### src/design/srrd_pkg.sv
// package: opcodes, field codes, timing constants and carrier types for the decoder
package srrd_pkg;
    localparam logic [7:0] OP_REP_EQ = 8'hF3;
    localparam logic [7:0] OP_REP_NE = 8'hF2;
    localparam logic [6:0] OP_STRING_OUTPUT_HI = 7'h37;
    localparam logic [6:0] OP_STRING_STORE_HI = 7'h55;
    localparam logic [6:0] OP_STRING_COMPARE_HI = 7'h53;
    localparam logic [6:0] OP_STRING_SCAN_HI = 7'h57;
    localparam logic [7:0] OP_RET_NEAR = 8'hC3;
    localparam logic [7:0] OP_RET_NEAR_IMM = 8'hC2;
    localparam logic [7:0] OP_RET_FAR = 8'hCB;
    localparam logic [7:0] OP_RET_FAR_IMM = 8'hCA;
    localparam logic [6:0] OP_ROT_ONE_HI = 7'h68;
    localparam logic [6:0] OP_ROT_CNT_HI = 7'h69;
    localparam logic [6:0] OP_ROT_IMM_HI = 7'h60;
    localparam logic [2:0] REG_ROL = 3'h0;
    localparam logic [2:0] REG_RCL = 3'h2;
    localparam logic [2:0] REG_RCR = 3'h3;
    localparam logic [7:0] OP_PUSH_ALL = 8'h60;
    localparam logic [7:0] OP_PUSH_FLAGS = 8'h9C;
    localparam logic [7:0] OP_TWO_BYTE = 8'h0F;
    localparam logic [7:0] OP_READ_TSC = 8'h31;
    localparam logic [15:0] T_STRING_OUTPUT_REAL = 16'h0018;
    localparam logic [15:0] T_STRING_OUTPUT_PROT = 16'h0027;
    localparam logic [15:0] T_STRING_OUTPUT_ITER = 16'h0004;
    localparam logic [15:0] T_STRING_STORE_BASE = 16'h0009;
    localparam logic [15:0] T_STRING_STORE_ITER = 16'h0002;
    localparam logic [15:0] T_STRING_COMPARE_BASE = 16'h000B;
    localparam logic [15:0] T_STRING_COMPARE_ITER = 16'h0004;
    localparam logic [15:0] T_STRING_SCAN_BASE = 16'h0009;
    localparam logic [15:0] T_STRING_SCAN_ITER = 16'h0003;
    localparam logic [15:0] T_RET_NEAR = 16'h0003;
    localparam logic [15:0] T_RET_FAR_REAL = 16'h000A;
    localparam logic [15:0] T_RET_FAR_PROT = 16'h000D;
    localparam logic [15:0] T_RET_PRIV = 16'h0023;
    localparam logic [15:0] T_ROT = 16'h0002;
    localparam logic [15:0] T_ONE = 16'h0001;
    localparam logic [15:0] T_PUSH_ALL = 16'h000B;
    localparam logic [15:0] T_PUSH_FLAGS = 16'h0002;
    localparam logic [15:0] T_READ_TSC = 16'h0001;
    typedef enum logic [3:0] {
        OPK_NONE = 4'h0, OPK_STRING_OUTPUT = 4'h1, OPK_STRING_STORE = 4'h2, OPK_STRING_COMPARE = 4'h3,
        OPK_STRING_SCAN = 4'h4, OPK_RET_NEAR = 4'h5, OPK_RET_FAR = 4'h6,
        OPK_ROL = 4'h7, OPK_RCL = 4'h8, OPK_RCR = 4'h9, OPK_PUSH_ALL = 4'hA,
        OPK_PUSH_FLAGS = 4'hB, OPK_READ_TSC = 4'hC, OPK_ILLEGAL = 4'hD
    } srrd_kind_type;
    typedef struct packed {
        logic [7:0] prefix;
        logic [7:0] op0;
        logic [7:0] op1;
        logic [15:0] imm;
    } srrd_insn_type;
    typedef struct packed {
        srrd_kind_type kind;
        logic wide;
        logic rep_until_ne;
        logic adjust_sp;
        logic [1:0] rot_src;
        logic flags_touched;
        logic ovf_carry_only;
        logic repeated;
    } srrd_dec_type;
endpackage

### src/design/srrd_decode.sv
// leaf decoder: classifies one instruction into kind and operand attributes
module srrd_decode
    import srrd_pkg::*;
(
    input wire srrd_insn_type insn_i,
    output srrd_dec_type dec_o
);
    wire rep_any = (insn_i.prefix == OP_REP_EQ) || (insn_i.prefix == OP_REP_NE);
    wire rep_ne = insn_i.prefix == OP_REP_NE;
    wire [6:0] hi7 = insn_i.op0[7:1];
    wire [2:0] reg_f = insn_i.op1[5:3];
    wire is_string_output = (insn_i.prefix == OP_REP_EQ) && (hi7 == OP_STRING_OUTPUT_HI);
    wire is_string_store = (insn_i.prefix == OP_REP_EQ) && (hi7 == OP_STRING_STORE_HI);
    wire is_string_compare = rep_any && (hi7 == OP_STRING_COMPARE_HI);
    wire is_string_scan = rep_any && (hi7 == OP_STRING_SCAN_HI);
    wire is_rnear = (insn_i.op0 == OP_RET_NEAR) || (insn_i.op0 == OP_RET_NEAR_IMM);
    wire is_rfar = (insn_i.op0 == OP_RET_FAR) || (insn_i.op0 == OP_RET_FAR_IMM);
    wire is_rot_grp = (hi7 == OP_ROT_ONE_HI) || (hi7 == OP_ROT_CNT_HI) || (hi7 == OP_ROT_IMM_HI);
    wire is_rol = is_rot_grp && (reg_f == REG_ROL);
    wire is_rcl = is_rot_grp && (reg_f == REG_RCL);
    wire is_rcr = is_rot_grp && (reg_f == REG_RCR);
    wire is_pa = insn_i.op0 == OP_PUSH_ALL;
    wire is_pf = insn_i.op0 == OP_PUSH_FLAGS;
    wire is_tsc = (insn_i.op0 == OP_TWO_BYTE) && (insn_i.op1 == OP_READ_TSC);
    srrd_kind_type kind;
    always_comb
    begin
        // string forms need their prefix; prefixed checks come first
        if (is_string_output) kind = OPK_STRING_OUTPUT;
        else if (is_string_store) kind = OPK_STRING_STORE;
        else if (is_string_compare) kind = OPK_STRING_COMPARE;
        else if (is_string_scan) kind = OPK_STRING_SCAN;
        else if (is_rnear) kind = OPK_RET_NEAR;
        else if (is_rfar) kind = OPK_RET_FAR;
        else if (is_rol) kind = OPK_ROL;
        else if (is_rcl) kind = OPK_RCL;
        else if (is_rcr) kind = OPK_RCR;
        else if (is_pa) kind = OPK_PUSH_ALL;
        else if (is_pf) kind = OPK_PUSH_FLAGS;
        else if (is_tsc) kind = OPK_READ_TSC;
        else kind = OPK_ILLEGAL;
    end
    assign dec_o.kind = kind;
    assign dec_o.wide = insn_i.op0[0];
    assign dec_o.rep_until_ne = rep_ne;
    assign dec_o.adjust_sp = (insn_i.op0 == OP_RET_NEAR_IMM) || (insn_i.op0 == OP_RET_FAR_IMM);
    assign dec_o.rot_src = (hi7 == OP_ROT_ONE_HI) ? 2'h0 : ((hi7 == OP_ROT_CNT_HI) ? 2'h1 : 2'h2);
    assign dec_o.flags_touched = is_string_compare || is_string_scan;
    assign dec_o.ovf_carry_only = is_rol || is_rcl || is_rcr;
    assign dec_o.repeated = is_string_output || is_string_store || is_string_compare || is_string_scan;
endmodule

### src/design/srrd_core.sv
// execution-timing sequencer for repeated string, return, rotate, push and counter-read ops
////////////////////////////////////////////////////////////////////////////////
module srrd_core
    import srrd_pkg::*;
#(
    parameter int CNT_W = 32
)
(
    input wire logic sys_clk_i,
    input wire logic rstn_i,
    input wire logic issue_i,
    input wire srrd_insn_type insn_i,
    input wire logic prot_mode_i,
    input wire logic priv_change_i,
    input wire logic [CNT_W-1:0] count_i,
    input wire logic [31:0] elem_match_i,
    input wire logic [7:0] count_register_low_i,
    output logic busy_o,
    output logic done_o,
    output logic iter_o,
    output srrd_kind_type kind_o,
    output logic wide_o,
    output logic adjust_sp_o,
    output logic [15:0] sp_adjust_o,
    output logic [1:0] rot_src_o,
    output logic [7:0] rot_amount_o,
    output logic arith_flags_wr_o,
    output logic ovf_carry_wr_o,
    output logic [CNT_W-1:0] count_o,
    output logic [15:0] cycles_o,
    output logic [63:0] tsc_o,
    output logic illegal_o
);
    ////////////////////////////////////////////////////////////////////////////
    typedef enum logic [1:0] {
        ST_IDLE = 2'b00, ST_BASE = 2'b01, ST_ITER = 2'b10, ST_DONE = 2'b11
    } srrd_state_type;
    srrd_state_type state;
    srrd_state_type next_state;
    srrd_dec_type dec;
    srrd_dec_type cur;
    logic [15:0] base_left;
    logic [15:0] next_base_left;
    logic [15:0] iter_left;
    logic [15:0] next_iter_left;
    logic [15:0] iter_cost;
    logic [CNT_W-1:0] cnt;
    logic [CNT_W-1:0] next_cnt;
    logic [15:0] cycles;
    logic [63:0] tsc;

    srrd_decode u_decode
    (
        .insn_i(insn_i),
        .dec_o(dec)
    );

    ////////////////////////////////////////////////////////////////////////////
    // fixed part of each instruction's cost, ready for the base phase
    logic [15:0] base_cost;
    always_comb
    begin
        case (dec.kind)
            OPK_STRING_OUTPUT: base_cost = prot_mode_i ? T_STRING_OUTPUT_PROT : T_STRING_OUTPUT_REAL;
            OPK_STRING_STORE: base_cost = T_STRING_STORE_BASE;
            OPK_STRING_COMPARE: base_cost = T_STRING_COMPARE_BASE;
            OPK_STRING_SCAN: base_cost = T_STRING_SCAN_BASE;
            OPK_RET_NEAR: base_cost = T_RET_NEAR;
            OPK_RET_FAR: base_cost = (prot_mode_i && priv_change_i) ? T_RET_PRIV
                : (prot_mode_i ? T_RET_FAR_PROT : T_RET_FAR_REAL);
            OPK_ROL: base_cost = T_ROT;
            OPK_RCL: base_cost = T_ROT;
            OPK_RCR: base_cost = T_ROT;
            OPK_PUSH_ALL: base_cost = T_PUSH_ALL;
            OPK_PUSH_FLAGS: base_cost = T_PUSH_FLAGS;
            OPK_READ_TSC: base_cost = T_READ_TSC;
            default: base_cost = T_ONE;
        endcase
    end

    logic [15:0] per_iter;
    always_comb
    begin
        case (dec.kind)
            OPK_STRING_OUTPUT: per_iter = T_STRING_OUTPUT_ITER;
            OPK_STRING_STORE: per_iter = T_STRING_STORE_ITER;
            OPK_STRING_COMPARE: per_iter = T_STRING_COMPARE_ITER;
            OPK_STRING_SCAN: per_iter = T_STRING_SCAN_ITER;
            default: per_iter = T_ONE;
        endcase
    end

    ////////////////////////////////////////////////////////////////////////////
    // compare and scan: the element test decides whether a pass ends the loop
    wire elem_eq = (cur.wide ? elem_match_i : {24'h000000, elem_match_i[7:0]}) == 32'h00000000;
    wire stop_on_test = cur.flags_touched
        && (cur.rep_until_ne ? elem_eq : !elem_eq);
    wire cnt_zero = cnt == '0;
    wire base_end = base_left == T_ONE;
    wire iter_end = iter_left == T_ONE;
    wire start = issue_i && (state == ST_IDLE);

    always_comb
    begin
        next_state = state;
        next_base_left = base_left;
        next_iter_left = iter_left;
        next_cnt = cnt;
        case (state)
            ST_IDLE:
            begin
                if (issue_i)
                begin
                    // done is the last cycle of the cost, so the base phase runs one short
                    next_state = (base_cost == T_ONE) ? ST_DONE : ST_BASE;
                    next_base_left = base_cost - T_ONE;
                    next_iter_left = per_iter;
                    next_cnt = dec.repeated ? count_i : '0;
                end
            end
            ST_BASE:
            begin
                next_base_left = base_left - T_ONE;
                if (base_end)
                    next_state = (cur.repeated && !cnt_zero) ? ST_ITER : ST_DONE;
            end
            ST_ITER:
            begin
                next_iter_left = iter_left - T_ONE;
                if (iter_end)
                begin
                    // each pass decrements the count; cnt holds the passes still to run
                    next_cnt = cnt - CNT_W'(1);
                    next_iter_left = iter_cost;
                    if ((cnt == CNT_W'(1)) || stop_on_test)
                        next_state = ST_DONE;
                end
            end
            ST_DONE: next_state = ST_IDLE;
            default: next_state = ST_IDLE;
        endcase
    end

    always_ff @(posedge sys_clk_i or negedge rstn_i)
    begin
        if (!rstn_i)
        begin
            state <= ST_IDLE;
            base_left <= 16'h0000;
            iter_left <= 16'h0000;
            iter_cost <= 16'h0000;
            cnt <= '0;
            cur <= '0;
        end
        else
        begin
            state <= next_state;
            base_left <= next_base_left;
            iter_left <= next_iter_left;
            cnt <= next_cnt;
            if (start)
            begin
                cur <= dec;
                iter_cost <= per_iter;
            end
        end
    end

    ////////////////////////////////////////////////////////////////////////////
    // cycle and time-stamp counters; the stamp runs free from reset
    always_ff @(posedge sys_clk_i or negedge rstn_i)
    begin
        if (!rstn_i)
        begin
            cycles <= 16'h0000;
            tsc <= 64'h0000000000000000;
        end
        else
        begin
            tsc <= tsc + 64'h0000000000000001;
            // the issue cycle counts, so a finished op shows its full cost at done
            if (start)
                cycles <= T_ONE;
            else if (state == ST_BASE || state == ST_ITER)
                cycles <= cycles + T_ONE;
        end
    end

    // latched results, captured at the start for stable sideband outputs
    logic [63:0] tsc_hold;
    logic [15:0] imm_hold;
    logic [7:0] rot_amt;
    always_ff @(posedge sys_clk_i or negedge rstn_i)
    begin
        if (!rstn_i)
        begin
            tsc_hold <= 64'h0000000000000000;
            imm_hold <= 16'h0000;
            rot_amt <= 8'h00;
        end
        else if (start)
        begin
            if (dec.kind == OPK_READ_TSC)
                tsc_hold <= tsc;
            imm_hold <= dec.adjust_sp ? insn_i.imm : 16'h0000;
            rot_amt <= (dec.rot_src == 2'h0) ? 8'h01
                : ((dec.rot_src == 2'h1) ? count_register_low_i : insn_i.imm[7:0]);
        end
    end

    ////////////////////////////////////////////////////////////////////////////
    assign busy_o = state != ST_IDLE;
    assign done_o = state == ST_DONE;
    assign iter_o = (state == ST_ITER) && iter_end;
    assign kind_o = cur.kind;
    assign wide_o = cur.wide;
    assign adjust_sp_o = cur.adjust_sp;
    assign sp_adjust_o = imm_hold;
    assign rot_src_o = cur.rot_src;
    assign rot_amount_o = rot_amt;
    // flag writes only for compare/scan and rotates; string out/store, returns, pushes keep flags
    assign arith_flags_wr_o = done_o && cur.flags_touched;
    assign ovf_carry_wr_o = done_o && cur.ovf_carry_only;
    assign count_o = cnt;
    assign cycles_o = cycles;
    assign tsc_o = tsc_hold;
    assign illegal_o = cur.kind == OPK_ILLEGAL;

    ////////////////////////////////////////////////////////////////////////////
    property p_ret_near_time;
        @(posedge sys_clk_i) disable iff (!rstn_i)
        (start && dec.kind == OPK_RET_NEAR) |-> ##3 done_o;
    endproperty
    a_ret_near_time: assert property (p_ret_near_time) else $error("near return not 3 cycles");

    property p_ret_real_time;
        @(posedge sys_clk_i) disable iff (!rstn_i)
        // idle run split in two keeps each repetition short for the tools
        (start && dec.kind == OPK_RET_FAR && !prot_mode_i)
            |-> !done_o [*5] ##1 !done_o [*5] ##1 done_o;
    endproperty
    a_ret_real_time: assert property (p_ret_real_time) else $error("far return not 10 cycles");

    property p_ret_priv_time;
        @(posedge sys_clk_i) disable iff (!rstn_i)
        (start && dec.kind == OPK_RET_FAR && prot_mode_i && priv_change_i) |-> ##35 done_o;
    endproperty
    a_ret_priv_time: assert property (p_ret_priv_time) else $error("privilege return not 35");

    property p_rot_time;
        @(posedge sys_clk_i) disable iff (!rstn_i)
        (start && dec.kind == OPK_ROL) |-> ##2 (done_o && ovf_carry_wr_o && !arith_flags_wr_o);
    endproperty
    a_rot_time: assert property (p_rot_time) else $error("rotate left timing or flags wrong");

    property p_rcl_flags;
        @(posedge sys_clk_i) disable iff (!rstn_i)
        (done_o && (kind_o == OPK_RCL || kind_o == OPK_RCR)) |-> ovf_carry_wr_o;
    endproperty
    a_rcl_flags: assert property (p_rcl_flags) else $error("carry rotate skipped flags");

    property p_string_store_noflags;
        @(posedge sys_clk_i) disable iff (!rstn_i)
        (done_o && kind_o == OPK_STRING_STORE) |-> !arith_flags_wr_o && !ovf_carry_wr_o;
    endproperty
    a_string_store_noflags: assert property (p_string_store_noflags) else $error("string store wrote flags");

    property p_count_dec;
        @(posedge sys_clk_i) disable iff (!rstn_i)
        iter_o |=> (count_o == $past(count_o) - CNT_W'(1));
    endproperty
    a_count_dec: assert property (p_count_dec) else $error("count not decremented per pass");

    property p_string_compare_stop;
        @(posedge sys_clk_i) disable iff (!rstn_i)
        (iter_o && cur.kind == OPK_STRING_COMPARE && stop_on_test) |=> done_o;
    endproperty
    a_string_compare_stop: assert property (p_string_compare_stop) else $error("compare did not stop");

    property p_flags_out_keep;
        @(posedge sys_clk_i) disable iff (!rstn_i)
        (done_o && (kind_o == OPK_STRING_OUTPUT || kind_o == OPK_PUSH_FLAGS)) |-> !arith_flags_wr_o;
    endproperty
    a_flags_out_keep: assert property (p_flags_out_keep) else $error("flags changed");
endmodule

### config.mk
export PLATFORM = sky130hd
export DESIGN_NAME = srrd_core
export DESIGN_NICKNAME = d
export VERILOG_FILES = /design/src/design/srrd_pkg.sv /design/src/design/srrd_decode.sv /design/src/design/srrd_core.sv
export SDC_FILE = /design/constraint.sdc
export NUM_CORES = 1
export LEC_CHECK = 0
export ABC_AREA = 1
export ABC_CLOCK_PERIOD_IN_PS = 2000
export BUFFER_PORTS_ARGS = -buffer_cell sky130_fd_sc_hd__buf_4
export CORE_ASPECT_RATIO = 0.75
export CORE_UTILIZATION = 50
export DETAILED_ROUTE_END_ITERATION = 16
export PLACE_DENSITY_LB_ADDON = 0.3
export SETUP_SLACK_MARGIN = 0.15
export SLEW_MARGIN = 15
export SYNTH_ARGS = -nofsm -noshare
export SYNTH_HDL_FRONTEND = slang
export SYNTH_SLANG_ARGS = --single-unit
export TNS_END_PERCENT = 30
### constraint.sdc
create_clock -name sys_clk_i -period 2 [get_ports sys_clk_i]
set_input_delay 0.2 -clock sys_clk_i [delete_from_list [all_inputs] [get_ports sys_clk_i]]
set_output_delay 0.2 -clock sys_clk_i [all_outputs]
set_load 0.005 [all_outputs]
==> impl_metrics.csv, run 1 <==
group,metric,value,unit
setup_path,start_kind,"register",
clocking,cts_root_buf,"clkbuf_16",
layout,mostFrequentLayoutCells,"392 x nand2_1, 368 x buf_4, 240 x nor2_1",
die,die_x,194.4,um
clocking,clk_pin_slew,60,ps
place,dp_hpwl,32450,um
synth,syn_nets,1934,
setup_path,reg2reg_to,"tsc[57]",
pwr,clkPwrFrac,0.283,
setup_path,max_stage_delay,410,ps
clocking,htreeDepth,1,
synth,synthAdderAreaFrac,0.01443,
synth,synth_edf_count,0,
detailed_routing,wl,44410,um
pwr,switchingPower,0.007352,W
place,place_inst,2468,
synth,synth_top_family_by_area,"simple AND/OR/NAND/NOR gates",
synth,yosys.cell_types.count,49,
layout,nets,2340,
sta,relSlewSlack,0.6286,
setup_path,rr_startpoint,"tsc[35]",
synth,synth_seq_cells,249,
sta,timing.hold.ws,45.11,ps
layout,register_area,6247,um^2
synth,syn_avg_cell_area,7.705,um^2
grt,grt_pass1_vias,13420,
clocking,cts_sinks,249,
setup_path,r2r_cells,7,
job,cap_violations,0,
sta,timing.final.crit_share,1.072,
sta,drv_slew,0,
setup_path,endpoint_kind,"primary output",
layout,stdcell_count,2577,
setup_path,crit_slowest_cell,"dfrtp_1",
layout,layout_commonest_cell,"nand2_1",
worst_hold_path,whs_path_depth,5,
pwr,p_int,0.01238,W
synth,yosysSeqAreaShare,0.4491,
synth,synthFlopType,"dfrtp_1",
detailed_routing,drt_first_pass_iters,6,
run_status,violations,"negative setup slack",
layout,syn_to_final_growth,36.48,%
layout,multi_input_area,6997,um^2
synth,postSynthCellCount,1801,
die,fp.dieH,146.3,um
clocking,numCtsBuffers,26,
sta,rsz0062_at_grt,"true",
detailed_routing,wl_met1,19060,um
grt,overflow,0,
setup_path,crit_family,"simple AND/OR/NAND/NOR gates",
die,core_area,27130,um^2
place,portBuffers,266,
sta,fin_skew,13.13,ps
detailed_routing,wl_met3,4747,um
clocking,clock_latency,550,ps
sta,finalHoldViolCount,0,
layout,drive_gt1_frac,0.2570,
grt,grtUsageTotal,0.3065,
pwr,combPwrFrac,0.379,
synth,synth_area,13880,um^2
detailed_routing,top_layer_used,"met4",
synth,yosys.area_share.xor_xnor,0.05744,
setup_path,critPathArrivalTime,1940,ps
setup_path,critical_path.startpoint,"iter_left[1]",
die,dieArea,28430,um^2
layout,fill_cells,2124,
setup_path,critPathMaxFanout,3,
detailed_routing,vias,14020,
die,rows,52,
pwr,power_switching_share,0.3726,
clocking,cts_tree,"yes",
grt,grt_max_degree,69,
detailed_routing,wl_per_cell,17.23,um
grt,grt_pass1_wl,69980,um
pwr,seqPwrFrac,0.338,
worst_hold_path,hold_path_class,"primary input to register",
setup_path,crit_type,"register to primary output",
die,initial_core_util,0.5114,
sta,setup_viol,1,
pwr,irDropWorstVdd,0.7474,mV
synth,synth_compound_area_frac,0.09252,
pwr,powerDensity,1042,nW/um^2
place,place_area,16930,um^2
setup_path,r2r_slack,100,ps
synth,yosysWarnings,0,
place,place_congestion,0.9626,
sta,period_minus_slack,2144,ps
setup_path,crit_cells,6,
detailed_routing,drt_iter0_drc,1227,
detailed_routing,ant_nets,0,
detailed_routing,dr_wl_met2,19720,um
synth,async_flop_share,1.000,
setup_path,cp-endpoint,"iter_o",
pwr,p_total,0.01973,W
die,io_pins,267,
run_status,outcome,"finished, violations left",
sta,max_freq,466.4,MHz
setup_path,path_cells,"inv_2 > ha_4 > nand3b_1 > or3_4 > nor3_4 > buf_4",
sta,worst_pin_slew,557.1,ps
setup_path,required,1800,ps
synth,synth-simple-area-share,0.2984,
clocking,clockBufferDepth,3,
pwr,power.leakage,9.233,nW
grt,antenna_found_initial,0,
detailed_routing,remaining_drc_errors,0,
layout,fin_area,18940,um^2
layout,antenna_cells,0,
sta,setup_slack,-144.0,ps
setup_path,crit_buf_inv,2,
detailed_routing,detail_route.vias_per_cell,5.440,
synth,synth_mux_area_frac,0.009739,
==> metal layers <==
layer	vias to the layer above	global-route usage
met3	67	0.07138
li1	6671	-
met4	0	0.06627
met2	710	0.4721
met5	-	0
met1	6571	0.4407
==> how the worst min path moves through the flow <==
stage,from,to,slack (ps)
global route,count_i[31],count_o[31],50
floorplan,rstn_i,adjust_sp_o,-100
detailed placement,rstn_i,iter_left[9],200
CTS,count_register_low_i[3],rot_amount_o[3],20
global placement,rstn_i,iter_left[10],190
finish,count_i[20],count_o[20],50
==> what timing repair did <==
item                                   4_1_cts  5_1_grt
hold buffers                                50        1
gates resized for setup                     21       98
pin swaps                                    3       20
setup endpoints to repair                   59       80
endpoints found under the hold margin      108        1
setup buffers                                1       10
==> power groups by stage <==
stage	clock (W)	combinational, W	sequential, W
2_1_floorplan	0	0.00432	0.00650
3_3_place_gp	0	0.00662	0.00663
3_5_place_dp	0	0.00681	0.00666
4_1_cts	0.00565	0.00708	0.00659
5_1_grt	0.00584	0.00831	0.00676
6_report	0.00558	0.00748	0.00667
==> Yosys cell counts, types with 2 or more instances <==
| library cell | n | share of area |
|---|---|---|
| buf_6 | 3 | 0.0024 |
| nor3_2 | 8 | 0.0058 |
| nor4_2 | 3 | 0.0027 |
| a32o_1 | 16 | 0.012 |
| inv_2 | 14 | 0.0038 |
| o21ai_1 | 58 | 0.021 |
| a31oi_1 | 8 | 0.0036 |
| nand3b_1 | 4 | 0.0022 |
| o22ai_1 | 3 | 0.0014 |
| nand3_2 | 3 | 0.0022 |
| nand3_1 | 108 | 0.039 |
| xnor2_1 | 6 | 0.0038 |
| dfrtp_1 | 249 | 0.45 |
| clkbuf_1 | 27 | 0.0073 |
| nor2_4 | 3 | 0.0024 |
| xor2_1 | 85 | 0.054 |
| nand4_1 | 53 | 0.024 |
| inv_1 | 199 | 0.054 |
| nor2_2 | 12 | 0.0054 |
| o21ai_0 | 67 | 0.024 |
| nor3b_1 | 2 | 0.0011 |
| o31ai_1 | 11 | 0.0060 |
| a22oi_1 | 7 | 0.0038 |
| or2_2 | 3 | 0.0014 |
| nor3_1 | 48 | 0.017 |
| nor2_1 | 261 | 0.071 |
| a21oi_1 | 52 | 0.019 |
| nand2_1 | 401 | 0.11 |
| nand2_2 | 11 | 0.0050 |
| buf_4 | 9 | 0.0049 |
| mux2_1 | 12 | 0.0097 |
| ha_1 | 16 | 0.014 |
| and3_1 | 2 | 0.00090 |
| buf_2 | 13 | 0.0047 |
| nor4_1 | 10 | 0.0045 |
==> cell type report <==
type                    count  share of cell area
clock buffers              33             0.03687
clock inverters            14             0.01460
inverters                 216             0.04321
multi-input cells        1284              0.3694
flip-flops and latches    249              0.3299
well taps                 351             0.02319
repair buffers            430              0.1828
==> stage by stage <==
| step | setup TNS (ps) | setup slack [ps] | utilization |
|---|---|---|---|
| 3_5_place_dp | -1411 | -247.7 | 0.6238 |
| 2_1_floorplan | 0 | 133.7 | - |
| 6_report | -144.0 | -144.0 | 0.6980 |
| 3_3_place_gp | -681.3 | -139.9 | 0.6238 |
| 5_1_grt | -234.8 | -217.6 | 0.6980 |
| 4_1_cts | -143.8 | -143.8 | 0.6811 |
==> kinds of logic (layout without fill, tap and decap cells) <==
family / count (synthesis) / after routing
and+or+nand+nor: 938 / 938
buffers and inverters: 268 / 693
DFF: 249 / 249
AOI/OAI and AO/OA: 226 / 226
xor gates and xnor gates: 91 / 91
adders and majority gates: 16 / 16
muxes: 12 / 12
other: 1 / 1
==> sequential cells by signal (all words and copies together) (netlist names) <==
signal	flops
base_left	16
tsc_o	64
rot_src_o	2
cur	4
adjust_sp_o	1
state	2
tsc	64
iter_left	16
kind_o	4
iter_cost	3
wide_o	1
cycles_o	16
rot_amount_o	8
count_o	32
sp_adjust_o	16
==> tightest hold or removal path, delay by kind of cell <==
family | cells | cell delay (ps)
AOI/OAI and AO/OA | 1 | 70
buffers and inverters | 3 | 170
and+or+nand+nor | 1 | 100
Note: power is estimated with default switching activity, not from simulation.
==> inputs of run 2 (changes only) <==
Settings changed: RECOVER_POWER set to 100.
==> run 2 against run 1 <==
  * The run ends with max-capacitance violations, max-slew violations, negative setup slack left
  * Critical path depth unchanged
  * Sequential share of layout area up 0.51 points
  * Via count fell by 0.27%
  * Cell count unchanged
  * Combinational power fell by 3.5%
  * Worst setup slack worse by 2.7 ps
  * Register-to-register slack worse by 170 ps
  * Wire length down 0.48%
  * Sequential cell count unchanged
==> impl_metrics.csv, run 2 (synthesized netlist as in run 1, its figures left out) <==
group,metric,value,unit
die,dieArea,28430,um^2
detailed_routing,drt_iter0_drc,1358,
setup_path,critPathArrivalTime,1950,ps
sta,worst_pin_slew,1613,ps
grt,grtUsageTotal,0.3065,
clocking,clk_pin_slew,60,ps
die,rows,52,
sta,timing.hold.ws,45.30,ps
clocking,cts_tree,"yes",
detailed_routing,detail_route.vias_per_cell,5.425,
sta,fin_skew,7.687,ps
pwr,p_total,0.01946,W
pwr,powerDensity,1044,nW/um^2
clocking,cts_sinks,249,
layout,fin_area,18630,um^2
sta,period_minus_slack,2147,ps
setup_path,r2r_slack,-70,ps
die,core_area,27130,um^2
sta,setup_slack,-146.7,ps
detailed_routing,wl,44190,um
layout,layout_commonest_cell,"nand2_1",
detailed_routing,wl_per_cell,17.15,um
place,place_congestion,0.9626,
pwr,power.leakage,8.960,nW
grt,grt_pass1_vias,13420,
clocking,clockBufferDepth,3,
grt,grt_pass1_wl,69980,um
setup_path,path_cells,"inv_2 > ha_4 > nand3b_1 > or3_4 > nor3_4 > buf_4",
clocking,clock_latency,540,ps
run_status,violations,"max-capacitance violations, max-slew violations, negative setup slack",
die,fp.dieH,146.3,um
detailed_routing,drt_first_pass_iters,7,
place,place_inst,2468,
clocking,cts_root_buf,"clkbuf_16",
place,portBuffers,266,
detailed_routing,remaining_drc_errors,0,
sta,rsz0062_at_grt,"true",
detailed_routing,wl_met1,19200,um
detailed_routing,top_layer_used,"met4",
sta,relSlewSlack,-0.07562,
place,place_area,16930,um^2
detailed_routing,dr_wl_met2,19530,um
worst_hold_path,hold_path_class,"primary input to register",
detailed_routing,wl_met3,4500,um
run_status,outcome,"finished, violations left",
layout,nets,2340,
grt,antenna_found_initial,0,
clocking,numCtsBuffers,26,
sta,max_freq,465.8,MHz
clocking,htreeDepth,1,
die,initial_core_util,0.5114,
setup_path,start_kind,"register",
grt,overflow,0,
detailed_routing,vias,13980,
layout,mostFrequentLayoutCells,"394 x nand2_1, 243 x nor2_1, 242 x dfrtp_1",
place,dp_hpwl,32450,um
die,io_pins,267,
layout,drive_gt1_frac,0.2282,
sta,drv_slew,68,
layout,stdcell_count,2577,
sta,timing.final.crit_share,1.073,
setup_path,endpoint_kind,"primary output",
grt,grt_max_degree,69,
detailed_routing,ant_nets,0,
layout,antenna_cells,0,
place,dp_slack,-247.7,ps
setup_path,critPathMaxFanout,3,
setup_path,crit_type,"register to primary output",
job,cap_violations,1,
sta,setup_viol,10,
setup_path,crit_slowest_cell,"dfrtp_1",
pwr,irDropWorstVdd,0.7478,mV
die,die_x,194.4,um
setup_path,max_stage_delay,410,ps
layout,syn_to_final_growth,34.26,%
setup_path,required,1800,ps
sta,finalHoldViolCount,0,
-- run 2: cell count changes in the layout (fill, tap and decap cells not counted), moves of 5 or more --
cell / previous run / this run
clkbuf_1: 6 / 52
buf_12: 7 / 2
clkbuf_2: 0 / 7
clkbuf_4: 0 / 102
dfrtp_2: 13 / 7
buf_4: 368 / 214
dfrtp_1: 236 / 242
-- run 2: per-stage QoR --
stage	TNS, ps	utilization
after floorplan	0	-
after CTS	-143.8	0.6811
after global placement	-681.3	0.6238
after global routing	-6643	0.6866
after detailed placement	-1411	0.6238
final	-325.4	0.6866
-- run 2: path summary, 6_finish.rpt --
check	startpoint	endpoint	cells after the start
setup reg to reg	tsc[0]	tsc[39]	9
min in group asynchronous	rstn_i	iter_left[11]	2
hold reg to reg	rot_amount_o[6]	rot_amount_o[6]	2
setup / recovery	iter_left[1]	iter_o	6
hold / removal	count_i[20]	count_o[20]	5
max in group asynchronous	rstn_i	tsc[63]	3
-- run 2: cell type report --
class	instances	area [um^2]
Inverter	216	818.3
Clock buffer	33	698.2
Sequential cell	249	6240
Multi-Input combinational cell	1284	6939
Fill cell	2207	8502
Timing Repair Buffer	430	3218
Clock inverter	14	276.5
Tap cell	351	439.2
-- run 2: layer usage --
metal	track usage	up-vias
met5	0	-
met4	0.06627	0
met3	0.07138	73
met1	0.4407	6574
li1	-	6670
met2	0.4721	664
-- run 2: timing repair --
action                                  in CTS  in global routing
gates resized for setup                     21                 98
buffers inserted                             1                 10
endpoints found under the setup margin      59                 80
endpoints found under the hold margin      108                  1
pin swaps                                    3                 20
hold buffers                                50                  1
-- run 2: where the power goes --
| group | switching (W) | internal, W |
|---|---|---|
| registers | 0.000870 | 0.00578 |
| logic | 0.00438 | 0.00285 |
| clock network | 0.00208 | 0.00350 |
| total | 0.00733 | 0.0121 |
-- run 2: worst max-delay path, delay by kind of cell (launching register included) --
family        cells  cell delay [ps]
simple gates      3              630
flops             1              410
buf+inv           2              230
fa+ha+maj         1              130
==> inputs of run 3 (changes only) <==
Settings changed: ABC_AREA 1 to unset, CORE_UTILIZATION 50 to 25.
==> run 3 against run 2 <==
  * Critical endpoint unchanged
  * Fmax down 19%
  * Synthesized cell count shrank 33%
  * Wire length shrank 12%
  * Cell count is 5.5% lower
  * Sequential cell count did not move
  * Combinational power up 34%
  * The flow finishes with violations (negative setup slack)
  * Highest routed layer unchanged
  * Largest power group unchanged
  * Utilization is 30 points lower
  * Via count shrank 19%
  * Sequential share of layout area barely moved
  * Clock power is 3% lower
  * First-iteration DRC count down 61%
==> impl_metrics.csv, run 3 <==
group,metric,value,unit
sta,timing.final.crit_share,1.332,
synth,synth_area_leaders,"dfrtp_1 51%, mux2_2 6.0%, xnor2_1 4.2%, nand2_1 3.5%, o21ai_0 3.4%",
place,dp_hpwl,28570,um
grt,grtUsageTotal,0.1547,
detailed_routing,drt_first_pass_iters,5,
synth,synth_top_family_by_area,"simple AND/OR/NAND/NOR gates",
layout,fin_area,18600,um^2
pwr,irDropWorstVdd,0.8537,mV
setup_path,crit_type,"register to primary output",
grt,overflow,0,
synth,postSynthCellCount,1213,
synth,synth-simple-area-share,0.1936,
sta,max_freq,375.3,MHz
clocking,cts_root_buf,"clkbuf_16",
die,dieArea,49760,um^2
synth,synth_seq_cells,249,
die,initial_core_util,0.2554,
detailed_routing,drt_iter0_drc,530,
synth,synthFlopType,"dfrtp_1",
synth,synth_mux_area_frac,0.06565,
synth,synth_edf_count,0,
place,portBuffers,266,
place,place_area,17000,um^2
synth,ys_top_cells_by_count,"249 x dfrtp_1, 113 x nand2_1, 100 x nor2_1",
detailed_routing,detail_route.vias_per_cell,4.673,
synth,synth_area,12220,um^2
synth,yosysMostFrequentCell,"dfrtp_1",
clocking,numCtsBuffers,29,
clocking,htreeDepth,1,
die,core_area,47830,um^2
pwr,powerDensity,1151,nW/um^2
setup_path,critPathArrivalTime,2460,ps
clocking,clockBufferDepth,3,
synth,synth_compound_area_frac,0.1192,
sta,finalHoldViolCount,0,
synth,synth_top_area_share,0.5100,
worst_hold_path,hold_path_class,"primary input to register",
synth,synth_area_leader_cell,"dfrtp_1",
synth,yosys.area_share.xor_xnor,0.06237,
run_status,violations,"negative setup slack",
layout,layout_commonest_cell,"buf_4",
grt,grt_max_degree,56,
grt,antenna_found_initial,1,
place,place_congestion,0.8714,
clocking,cts_tree,"yes",
pwr,p_total,0.02141,W
sta,setup_slack,-664.9,ps
clocking,clk_pin_slew,60,ps
detailed_routing,vias,11380,
sta,relSlewSlack,0.1422,
layout,drive_gt1_frac,0.3653,
setup_path,critPathMaxFanout,5,
sta,rsz0062_at_grt,"true",
setup_path,r2r_slack,-560,ps
detailed_routing,wl,38880,um
die,die_x,257.3,um
layout,syn_to_final_growth,52.21,%
detailed_routing,wl_per_cell,15.96,um
synth,yosysWarnings,0,
setup_path,required,1800,ps
sta,drv_slew,0,
layout,mostFrequentLayoutCells,"338 x buf_4, 249 x dfrtp_1, 109 x nand2_1",
synth,yosys.cell_types.count,70,
setup_path,start_kind,"register",
place,dp_slack,-836.6,ps
synth,syn_avg_cell_area,10.07,um^2
sta,fin_skew,19.20,ps
detailed_routing,remaining_drc_errors,0,
pwr,power.leakage,8.668,nW
run_status,outcome,"finished, violations left",
setup_path,endpoint_kind,"primary output",
grt,grt_pass1_wl,62850,um
synth,async_flop_share,1.000,
synth,synthAdderAreaFrac,0.01639,
job,cap_violations,0,
synth,yosysSeqAreaShare,0.5100,
clocking,cts_sinks,249,
sta,period_minus_slack,2665,ps
die,fp.dieH,193.4,um
die,io_pins,267,
clocking,clock_latency,580,ps
layout,nets,1907,
detailed_routing,ant_nets,0,
sta,setup_viol,168,
sta,worst_pin_slew,1287,ps
grt,grt_pass1_vias,11730,
die,rows,69,
synth,syn_nets,1346,
## run 3: cell types whose count changed in the layout (fill, tap and decap cells not counted), moves of 51 or more
cell     change
buf_4      +124
inv_1      -163
mux2_2      +65
nand2_1    -285
nand3_1     -54
nor2_1     -150
o21ai_1     -51
xnor2_1     +52
xor2_1      -56
## run 3: layout make-up
cell class                      instances  area [um^2]
Clock buffer                           45        895.9
Inverter                               34        128.9
Timing Repair Buffer                  591         4489
Clock inverter                          8        86.33
Multi-Input combinational cell        869         5962
Sequential cell                       249         6231
Fill cell                            4806        29230
Tap cell                              639        799.5
Antenna cell                            1        2.502
## run 3: cell families (layout without fill, tap and decap cells)
family                     Yosys count  after routing
DFF                                249            249
buffers and inverters               95            678
muxes                               72             72
other                                1              2
AOI/OAI and AO/OA                  235            235
and+or+nand+nor                    458            458
adders and majority gates           16             16
xor gates and xnor gates            87             87
## run 3: per-stage QoR
step | hold slack (ps) | TNS (ps) | utilization | instances
2_1_floorplan | -95.59 | -37970 | - | 1213
3_3_place_gp | 150.8 | -41260 | 0.3554 | 2314
3_5_place_dp | 153.7 | -41370 | 0.3554 | 2314
4_1_cts | 14.22 | -19900 | 0.3943 | 2431
5_1_grt | 54.36 | -76290 | 0.3887 | 2435
6_report | 52.02 | -46200 | 0.3888 | 2436
## run 3: worst max-delay path, cell delays in order, from the launching register on
cell and delay (ps):
dfrtp_1 380, buf_4 150, or4_1 530, or4_4 470, nor3_4 150, buf_4 130, buf_4 100
## run 3: worst paths after layout
path,start,to,depth (start not counted)
hold / removal,insn_i[24],wide_o,5
setup reg to reg,state[1],iter_left[8],8
hold reg to reg,tsc[63],tsc[63],1
max in group asynchronous,rstn_i,base_left[12],3
min in group asynchronous,rstn_i,tsc_o[27],2
setup / recovery,iter_left[8],iter_o,6
## run 3: where the power goes
| part | internal, W | switching (W) |
|---|---|---|
| Sequential | 0.00579 | 0.000517 |
| Clock | 0.00321 | 0.00223 |
| Combinational | 0.00458 | 0.00509 |
## run 3: repair_timing
| action | CTS | global route |
|---|---|---|
| buffers inserted | 6 | 4 |
| resized for setup | 63 | 36 |
| endpoints found under the hold margin | 307 | 0 |
| pin swaps | 29 | 24 |
| endpoints found under the setup margin | 178 | 182 |
| hold buffers | 58 | 0 |
| cloned | 0 | 0 |
## run 3: layer usage
metal,track usage,vias up,share of wire
li1,-,5515,-
met2,0.2509,233,0.46
met3,0.03498,45,0.053
met4,0.03505,0,0.019
met5,0,-,0
met1,0.2087,5590,0.47
